==> src/include/sens_i2c_pkg.sv <==
/*
 * shared constants for the two-wire register target port.
 * assumes a 25 MHz system clock and an 8-bit register space.
 */
`default_nettype none
package sens_i2c_pkg;
	localparam int CLK_HZ = 25000000;
	localparam int SCL_FAST_HZ = 400000;
	localparam int SCL_STD_HZ = 100000;
	// shortest bus clock period in system cycles, rounded down
	localparam int SCL_FAST_CYC = CLK_HZ / SCL_FAST_HZ;
	localparam int SCL_STD_CYC = CLK_HZ / SCL_STD_HZ;
	localparam int SYNC_STAGES = 2;
	localparam int ADDR_W = 8;
	localparam int DATA_W = 8;
	localparam logic [5:0] DEV_ADDR_HI = 6'h0e;
	localparam logic [3:0] BYTE_BITS = 4'h8;
	localparam logic [3:0] CNT_RST = 4'h0;
	localparam logic [7:0] PTR_RST = 8'h00;
	localparam logic [7:0] MEM_RST = 8'h00;
	localparam logic [7:0] RSVD_DATA = 8'h00;
	localparam logic [7:0] RSVD_A0 = 8'h07;
	localparam logic [7:0] RSVD_A1 = 8'h08;
	localparam logic [7:0] RSVD_B_LO = 8'h19;
	localparam logic [7:0] RSVD_B_HI = 8'h1c;

	typedef enum logic [3:0] {
		ST_IDLE, ST_ADDR, ST_ADDR_ACK, ST_INDEX, ST_INDEX_ACK,
		ST_WRITE, ST_WRITE_ACK, ST_READ, ST_READ_ACK, ST_IGNORE
	} port_state_t;

	function automatic logic is_reserved(input logic [7:0] idx);
		is_reserved = (idx == RSVD_A0) || (idx == RSVD_A1) ||
			((idx >= RSVD_B_LO) && (idx <= RSVD_B_HI));
	endfunction
endpackage
`default_nettype wire

==> src/include/reg_port_if.sv <==
/*
 * port between the serial engine and its register memory.
 * assumes both ends share one clock; read data lag address by one edge.
 */
`timescale 1ns/10ps
`default_nettype none
interface reg_port_if #(
	parameter int AW = 8,
	parameter int DW = 8
);
	logic we;
	logic [AW-1:0] waddr;
	logic [DW-1:0] wdata;
	logic [AW-1:0] raddr;
	logic [DW-1:0] rdata;
	modport core (output we, output waddr, output wdata, output raddr,
		input rdata);
	modport mem (input we, input waddr, input wdata, input raddr,
		output rdata);
endinterface
`default_nettype wire

==> src/level_sync.sv <==
/*
 * two-flop synchroniser for a group of asynchronous levels.
 * assumes the inputs are slow compared with the clock.
 */
`timescale 1ns/10ps
`default_nettype none
module level_sync #(
	parameter int W = 1,
	parameter logic [W-1:0] RST = '0
) (
	input wire logic ref_clk_i,
	input wire logic sys_rst_i,
	input wire logic [W-1:0] async_i,
	output logic [W-1:0] sync_o
);
	logic [W-1:0] meta_q;

	// first stage feeds only the second
	always_ff @(posedge ref_clk_i)
	begin
		if (sys_rst_i)
		begin
			meta_q <= RST;
			sync_o <= RST;
		end
		else
		begin
			meta_q <= async_i;
			sync_o <= meta_q;
		end
	end
endmodule // level_sync
`default_nettype wire

==> src/reg_space_mem.sv <==
/*
 * register space storage, one write and one registered read port.
 * assumes the engine keeps the read address steady while it waits.
 */
`timescale 1ns/10ps
`default_nettype none
module reg_space_mem
	import sens_i2c_pkg::*;
#(
	parameter int DEPTH = 256
) (
	input wire logic ref_clk_i,
	input wire logic sys_rst_i,
	reg_port_if.mem port
);
	logic [DATA_W-1:0] cells_q [DEPTH];

	always_ff @(posedge ref_clk_i)
	begin
		if (sys_rst_i)
		begin
			for (int i = 0; i < DEPTH; i++)
				cells_q[i] <= MEM_RST;
		end
		else if (port.we)
			cells_q[port.waddr] <= port.wdata;
	end

	always_ff @(posedge ref_clk_i)
	begin
		if (sys_rst_i)
			port.rdata <= MEM_RST;
		else
			port.rdata <= cells_q[port.raddr];
	end
endmodule // reg_space_mem
`default_nettype wire

==> src/sensor_i2c_register_slave.sv <==
/*
 * two-wire target port giving a bus master access to the register space.
 * assumes external pull-ups on both lines and a master that drives scl;
 * the port never stretches the clock.
 */
// Contract
// address 0011100 or 0011101 by select pin
// sda fall with scl high starts, bus busy
// sda rise with scl high ends transfer
// compare first seven bits, select on match
// eighth address bit gives direction
// receiver holds sda low in ninth clock
// transmitter releases sda in ack slot
// master uses repeated start before reading
// index write, repeated start, then read byte
// returned bytes go out msb first
// master ack advances pointer, next byte
// master nak ends read, release sda
// write stores byte at indexed register
// each written byte advances the pointer
// master ends every transfer with stop
// core unpowered: ignore bus, stay released
// lines idle high, only pulled low
// works at 100 kHz and 400 kHz
// reserved locations read as 0x00
// address mismatch: no ack, stay released
// lines synchronised, events from synced samples
`timescale 1ns/10ps
`default_nettype none
module sensor_i2c_register_slave (
	input wire logic ref_clk_i,
	input wire logic sys_rst_i,
	input wire logic scl_i,
	input wire logic sda_i,
	output logic sda_o,
	output logic sda_oe_o,
	input wire logic addr_select_pin_i,
	input wire logic core_powered_i,
	output logic busy_o,
	output logic selected_o,
	output logic wr_stb_o,
	output logic [sens_i2c_pkg::ADDR_W-1:0] wr_index_o,
	output logic [sens_i2c_pkg::DATA_W-1:0] wr_data_o
);
	import sens_i2c_pkg::*;

	logic [3:0] pins_s;
	logic scl_s, sda_s, sel_s, pwr_s;
	logic scl_p_q, sda_p_q;
	logic scl_rise, scl_fall, start_ev, stop_ev;
	port_state_t state_q;
	logic [3:0] cnt_q;
	logic [7:0] rx_q;
	logic [7:0] tx_q;
	logic [7:0] ptr_q;
	logic rw_q;
	logic ack_q;
	logic [6:0] own_addr;
	logic [7:0] rd_byte;
	logic addr_hit;

	reg_port_if #(.AW(ADDR_W), .DW(DATA_W)) mem_port ();

	// idle-high reset so no false start after reset
	level_sync #(.W(4), .RST(4'hf)) pin_sync (
		.ref_clk_i(ref_clk_i),
		.sys_rst_i(sys_rst_i),
		.async_i({scl_i, sda_i, addr_select_pin_i, core_powered_i}),
		.sync_o(pins_s)
	);

	assign {scl_s, sda_s, sel_s, pwr_s} = pins_s;

	reg_space_mem #(.DEPTH(1 << ADDR_W)) regs (
		.ref_clk_i(ref_clk_i),
		.sys_rst_i(sys_rst_i),
		.port(mem_port.mem)
	);

	always_ff @(posedge ref_clk_i)
	begin
		if (sys_rst_i)
		begin
			scl_p_q <= 1'b1;
			sda_p_q <= 1'b1;
		end
		else
		begin
			scl_p_q <= scl_s;
			sda_p_q <= sda_s;
		end
	end

	// edges seen a few cycles late; far below a quarter fast-mode period
	assign scl_rise = scl_s & ~scl_p_q;
	assign scl_fall = ~scl_s & scl_p_q;
	assign start_ev = scl_s & scl_p_q & sda_p_q & ~sda_s;
	assign stop_ev = scl_s & scl_p_q & ~sda_p_q & sda_s;

	assign own_addr = {DEV_ADDR_HI, sel_s};
	assign addr_hit = (rx_q[7:1] == own_addr);
	assign rd_byte = is_reserved(ptr_q) ? RSVD_DATA : mem_port.rdata;

	// memory read follows the pointer every cycle, so data is ready early
	assign mem_port.raddr = ptr_q;

	// sequencing; a repeated start simply restarts address reception
	always_ff @(posedge ref_clk_i)
	begin
		if (sys_rst_i || !pwr_s)
			state_q <= ST_IDLE;
		else if (stop_ev)
			state_q <= ST_IDLE;
		else if (start_ev)
			state_q <= ST_ADDR;
		else if (scl_fall)
		begin
			case (state_q)
				ST_ADDR:
					if (cnt_q == BYTE_BITS)
						state_q <= addr_hit ? ST_ADDR_ACK : ST_IGNORE;
				ST_INDEX:
					if (cnt_q == BYTE_BITS)
						state_q <= ST_INDEX_ACK;
				ST_WRITE:
					if (cnt_q == BYTE_BITS)
						state_q <= ST_WRITE_ACK;
				ST_ADDR_ACK:
					state_q <= rw_q ? ST_READ : ST_INDEX;
				ST_INDEX_ACK, ST_WRITE_ACK:
					state_q <= ST_WRITE;
				ST_READ:
					if (cnt_q == BYTE_BITS)
						state_q <= ST_READ_ACK;
				ST_READ_ACK:
					state_q <= ack_q ? ST_READ : ST_IGNORE;
				default:
					state_q <= state_q;
			endcase
		end
	end

	// bit counter: receive counts rises, transmit counts falls
	always_ff @(posedge ref_clk_i)
	begin
		if (sys_rst_i || start_ev)
			cnt_q <= CNT_RST;
		// a write goes on to receive the index, counted from zero
		else if (scl_fall && state_q == ST_ADDR_ACK)
			cnt_q <= rw_q ? 4'h1 : CNT_RST;
		else if (scl_fall && state_q == ST_READ_ACK)
			cnt_q <= 4'h1;
		else if (scl_fall && (state_q == ST_INDEX_ACK ||
			state_q == ST_WRITE_ACK))
			cnt_q <= CNT_RST;
		else if (scl_fall && state_q == ST_READ && cnt_q != BYTE_BITS)
			cnt_q <= cnt_q + 4'h1;
		else if (scl_rise && (state_q == ST_ADDR ||
			state_q == ST_INDEX || state_q == ST_WRITE))
			cnt_q <= cnt_q + 4'h1;
	end

	always_ff @(posedge ref_clk_i)
	begin
		if (sys_rst_i)
			rx_q <= 8'h00;
		else if (scl_rise && (state_q == ST_ADDR ||
			state_q == ST_INDEX || state_q == ST_WRITE))
			rx_q <= {rx_q[6:0], sda_s};
	end

	always_ff @(posedge ref_clk_i)
	begin
		if (sys_rst_i)
			rw_q <= 1'b0;
		else if (scl_fall && state_q == ST_ADDR && cnt_q == BYTE_BITS)
			rw_q <= rx_q[0];
	end

	// master's answer sampled while scl is high
	always_ff @(posedge ref_clk_i)
	begin
		if (sys_rst_i)
			ack_q <= 1'b0;
		else if (scl_rise && state_q == ST_READ_ACK)
			ack_q <= ~sda_s;
	end

	// pointer: index load, post-write and post-ack increments
	always_ff @(posedge ref_clk_i)
	begin
		if (sys_rst_i)
			ptr_q <= PTR_RST;
		else if (scl_fall && state_q == ST_INDEX && cnt_q == BYTE_BITS)
			ptr_q <= rx_q;
		else if (scl_fall && state_q == ST_WRITE && cnt_q == BYTE_BITS)
			ptr_q <= ptr_q + 8'h01;
		else if (scl_rise && state_q == ST_READ_ACK && !sda_s)
			ptr_q <= ptr_q + 8'h01;
	end

	// reserved locations are not writable
	always_ff @(posedge ref_clk_i)
	begin
		if (sys_rst_i)
		begin
			mem_port.we <= 1'b0;
			mem_port.waddr <= PTR_RST;
			mem_port.wdata <= MEM_RST;
		end
		else
		begin
			mem_port.we <= scl_fall && state_q == ST_WRITE &&
				cnt_q == BYTE_BITS && !is_reserved(ptr_q);
			mem_port.waddr <= ptr_q;
			mem_port.wdata <= rx_q;
		end
	end

	// transmit shifter loads at the fall that ends an ack slot
	always_ff @(posedge ref_clk_i)
	begin
		if (sys_rst_i)
			tx_q <= 8'h00;
		else if (scl_fall && ((state_q == ST_ADDR_ACK && rw_q) ||
			(state_q == ST_READ_ACK && ack_q)))
			tx_q <= rd_byte;
		else if (scl_fall && state_q == ST_READ)
			tx_q <= {tx_q[6:0], 1'b0};
	end

	// open drain: the pin level is only ever pulled low
	always_ff @(posedge ref_clk_i)
	begin
		if (sys_rst_i)
			sda_o <= 1'b0;
		else
			sda_o <= 1'b0;
	end

	// sda drive; changes only after a falling scl edge, on a bus event or on core power loss
	always_ff @(posedge ref_clk_i)
	begin
		if (sys_rst_i || !pwr_s || stop_ev || start_ev)
			sda_oe_o <= 1'b0;
		else if (scl_fall)
		begin
			case (state_q)
				ST_ADDR:
					sda_oe_o <= (cnt_q == BYTE_BITS) && addr_hit;
				ST_INDEX, ST_WRITE:
					sda_oe_o <= (cnt_q == BYTE_BITS);
				ST_ADDR_ACK:
					sda_oe_o <= rw_q && !rd_byte[7];
				ST_READ:
					sda_oe_o <= (cnt_q != BYTE_BITS) && !tx_q[6];
				ST_READ_ACK:
					sda_oe_o <= ack_q && !rd_byte[7];
				default:
					sda_oe_o <= 1'b0;
			endcase
		end
	end

	always_ff @(posedge ref_clk_i)
	begin
		if (sys_rst_i || !pwr_s)
			busy_o <= 1'b0;
		else if (stop_ev)
			busy_o <= 1'b0;
		else if (start_ev)
			busy_o <= 1'b1;
	end

	always_ff @(posedge ref_clk_i)
	begin
		if (sys_rst_i || !pwr_s || stop_ev || start_ev)
			selected_o <= 1'b0;
		else if (scl_fall && state_q == ST_ADDR && cnt_q == BYTE_BITS)
			selected_o <= addr_hit;
	end

	// mirror of stored writes for the sensor core
	always_ff @(posedge ref_clk_i)
	begin
		if (sys_rst_i)
		begin
			wr_stb_o <= 1'b0;
			wr_index_o <= PTR_RST;
			wr_data_o <= MEM_RST;
		end
		else
		begin
			wr_stb_o <= mem_port.we;
			wr_index_o <= mem_port.waddr;
			wr_data_o <= mem_port.wdata;
		end
	end
endmodule // sensor_i2c_register_slave
`default_nettype wire
==> config.mk <==
export PLATFORM = sky130hd
export DESIGN_NAME = sensor_i2c_register_slave
export DESIGN_NICKNAME = d
export VERILOG_FILES = /design/src/include/sens_i2c_pkg.sv /design/src/include/reg_port_if.sv /design/src/level_sync.sv /design/src/reg_space_mem.sv /design/src/sensor_i2c_register_slave.sv
export SDC_FILE = /design/constraint.sdc
export NUM_CORES = 2
export LEC_CHECK = 0
export BUFFER_PORTS_ARGS = -buffer_cell sky130_fd_sc_hd__buf_4
export CORE_UTILIZATION = 50
export DETAILED_ROUTE_END_ITERATION = 8
export PLACE_DENSITY_LB_ADDON = 0.15
export SLEW_MARGIN = 20
export SYNTH_ARGS = -nofsm -noshare
export SYNTH_HDL_FRONTEND = slang
export SYNTH_SLANG_ARGS = --single-unit
==> constraint.sdc <==
create_clock -name ref_clk_i -period 4.2 [get_ports ref_clk_i]
set_clock_uncertainty 0.2 [all_clocks]
set_input_delay 0.21 -clock ref_clk_i [delete_from_list [all_inputs] [get_ports ref_clk_i]]
set_output_delay 0.21 -clock ref_clk_i [all_outputs]
set_load 0.02 [all_outputs]
==> run summary <==
Status -> complete, no violations
Residual DRC -> 0
Routed Antenna Nets -> 0
Post-synthesis cell count -> 6670
Predominant post-synthesis flop cell -> edfxtp_1
Most frequent cells in the layout -> 2058 x and2_1, 2048 x edfxtp_1, 504 x mux4_2
Share of the synthesized area in the top cell type -> 62.6%
Min Tclk post-route -> 3.97 ns
Deepest clock path buffer count -> 3
Peak VDD IR -> 0.423 mV
Overflow after GRT -> 0
Vias in the first global route -> 57300
Worst-Skew Late Latency -> 0.88 ns
Final HPWL DP -> 186000 um
Reg clk slew, reported paths -> 0.06 ns
Crit path DAT -> 4.53 ns
Fmax -> 252 MHz
Post-Place Setup Slack -> 0.270 ns
CP required -> 4.76 ns
Per-cell routed wire length -> 29.5 um
Leading post-synthesis cells by cell area -> edfxtp_1 63%, and2_1 13%, mux4_2 12%
Clock root buffer -> clkbuf_16
Leading area contributor after synthesis -> edfxtp_1
Least-Margin Pin Slew -> 1.09 ns
Chip width -> 445 um
Starting density of the core -> 50.4%
Period utilization -> 94.6%
Post-Syn Area -> 98300 um^2
Layout Utilization -> 56.7%
Total Nets Final -> 6847
DR pass1 iterations -> 6
Final setup fails -> 0
Commonest non-fill, non-tap cell in the layout -> and2_1
Cell area after placement -> 103000 um^2
Critical R2R Capture -> regs.port.rdata[6]
Number of synthesized register bits -> 2136
Int Pwr -> 35.6 mW
Net count after synthesis -> 6681
Worst hold slack -> 0.173 ns
RD Place Congestion -> 0.906
Initial drt markers -> 7498
Flop-to-flop setup slack -> 0.23 ns
Power share of the clock group -> 42.5%
Total Routing Usage GR -> 28.9%
Worst r2r src -> mem_port.raddr[0]
Post-synth ARST share -> 0%
Final cell count without fillers -> 9657
# IOs -> 27
H-tree depth -> 4
Rel. slew slack -> 26.4%
Layout area overhead -> 12.5%
Die Height -> 445 um
CTS tree -> built
EDFF count, synth -> 2048
Leakage -> 36.9 nW
RSZ-0062 raised after global routing -> false
CP startpoint kind -> flip-flop
Via Count -> 58200
Crit path kind -> reg2reg
CTS buffer count -> 222
Seq pwr share -> 54.3%
Pin count of the biggest net entering global routing -> 162
Port bufs -> 25
Cell variety after synth -> 73
Ys Warns -> 0
Fin. max-slew vios -> 0
Max cap viols -> 0
Setup crit end kind -> flip-flop
Switching share of power -> 21.3%
Net Sw Power -> 9.66 mW
Power Total -> 45.3 mW
Cells after DPL -> 9227
Sequential area share after synthesis -> 64.4%
Syn Area/Cell -> 14.7 um^2
Hold wc startpoint -> sys_rst_i
First-pass GRT wire length -> 412000 um
CTS resizes -> 0
Min-Delay Path Class -> in2reg
Crit path max fanout -> 52
Logic gate share of total power -> 3.2%
Hold EP -> wr_stb_o
Die area -> 198000 um^2
Design Area, Final -> 111000 um^2
Hold Path Stages -> 3
Final hold vios -> 0
WL final -> 285000 um
Worst-case reg-to-reg path depth -> 9
Initial antenna violation count -> 10
Vias per cell -> 6.02
P per Cell Area -> 410 nW/um^2
Std-Cell Rows -> 162
Clock sink total -> 2136
Final WS setup -> 0.226 ns
Core ar. -> 195000 um^2
Post-Route Setup TNS -> 0 ns
Share of cells above drive strength 1 -> 19.5%
-- worst max-delay path, stage by stage (launching register included) --
cell and delay, ns:
dfxtp_4 0.69, buf_12 0.41, buf_4 0.29, mux4_2 0.52
a22oi_1 0.20, a21oi_1 0.15, o41ai_1 0.70, buf_4 0.23
o41a_1 0.26, o21ai_1 0.09
-- cells by family (layout without fill, tap and decap cells) --
logic type	Yosys count	after routing	synth area share, %
other cells	1	5	0.00382
fa+ha+maj	5	5	0.0637
simple gates	2699	2699	16.1
xor+xnor	4	4	0.0357
flops	2136	2136	64.4
buf+inv	569	928	2.61
mux	638	638	12.9
compound gates	618	618	3.84
-- power groups by stage --
stage | combinational (mW) | sequential [mW] | clock (mW)
2_1_floorplan | 0.788 | 24.9 | 0
3_3_place_gp | 1.40 | 25.0 | 0
3_5_place_dp | 1.42 | 25.0 | 0
4_1_cts | 1.43 | 24.6 | 19.5
5_1_grt | 1.50 | 24.7 | 20.2
6_report | 1.43 | 24.6 | 19.3
-- how the worst max path moves through the flow --
stage	slack, ns	start	to
finish	0.23	mem_port.raddr[0]	regs.port.rdata[6]
detailed placement	0.27	mem_port.raddr[0]	regs.port.rdata[6]
global route	0.17	mem_port.raddr[0]	regs.port.rdata[6]
global placement	0.18	mem_port.raddr[0]	regs.port.rdata[6]
CTS	0.26	mem_port.raddr[0]	regs.port.rdata[6]
floorplan	1.28	mem_port.we	regs.cells_q[131][0]
-- registers in the layout, summed over array words and instances (netlist names) --
signal / cells
wr_index_o: 8
pin_sync.meta_q: 4
wr_data_o: 8
selected_o: 1
rx_q: 8
sda_p_q: 1
cnt_q: 4
regs.cells_q: 2048
mem_port.waddr: 8
mem_port.we: 1
ack_q: 1
sda_oe_o: 1
state_q: 4
mem_port.wdata: 8
scl_p_q: 1
pin_sync.sync_o: 4
regs.port.rdata: 8
mem_port.raddr: 8
tx_q: 7
busy_o: 1
wr_stb_o: 1
rw_q: 1
-- routing by layer --
layer,vias up,part of all wire (%),GRT usage [%]
met5,-,0.0095,0
met4,4,3.6,10.2
met3,453,8.8,5.43
met2,2700,46,44.2
met1,30000,42,41.5
li1,25000,-,-
-- Yosys cell counts (5+ instances only) --
library cell / instances
a211oi_1: 15
a21oi_1: 81
a221oi_1: 10
a22o_1: 10
a22oi_1: 103
a31oi_1: 8
a32oi_1: 5
and2_1: 2059
and3_1: 7
buf_1: 20
buf_2: 73
buf_4: 39
buf_6: 22
clkbuf_1: 394
dfxtp_1: 88
edfxtp_1: 2048
ha_1: 5
inv_1: 17
mux2_2: 20
mux2i_1: 114
mux4_2: 504
nand2_1: 76
nand2b_1: 15
nand3_1: 57
nand3b_1: 8
nand4_1: 16
nor2_1: 327
nor2b_1: 50
nor3_1: 24
nor3b_1: 5
nor4_1: 11
o2111ai_1: 8
o211ai_1: 17
o21ai_0: 294
o221ai_1: 12
o22ai_1: 13
o31ai_1: 7
or2_2: 19
-- repair_timing --
action,in CTS,in global routing
setup buffers,0,0
endpoints found under the hold margin,46,0
hold buffers,9,0
-- final cells by class --
class                   instances  area (um^2)
clock buffers                 288         5990
well taps                    2624         3280
inverters                      19         81.3
flip-flops and latches       2136        63300
repair buffers                492         4240
fillers                     15300        84500
multi-input cells            3965        32500
clock inverters               129         1080
diodes                          4         10.0
Power figures use the tool's default switching activity.
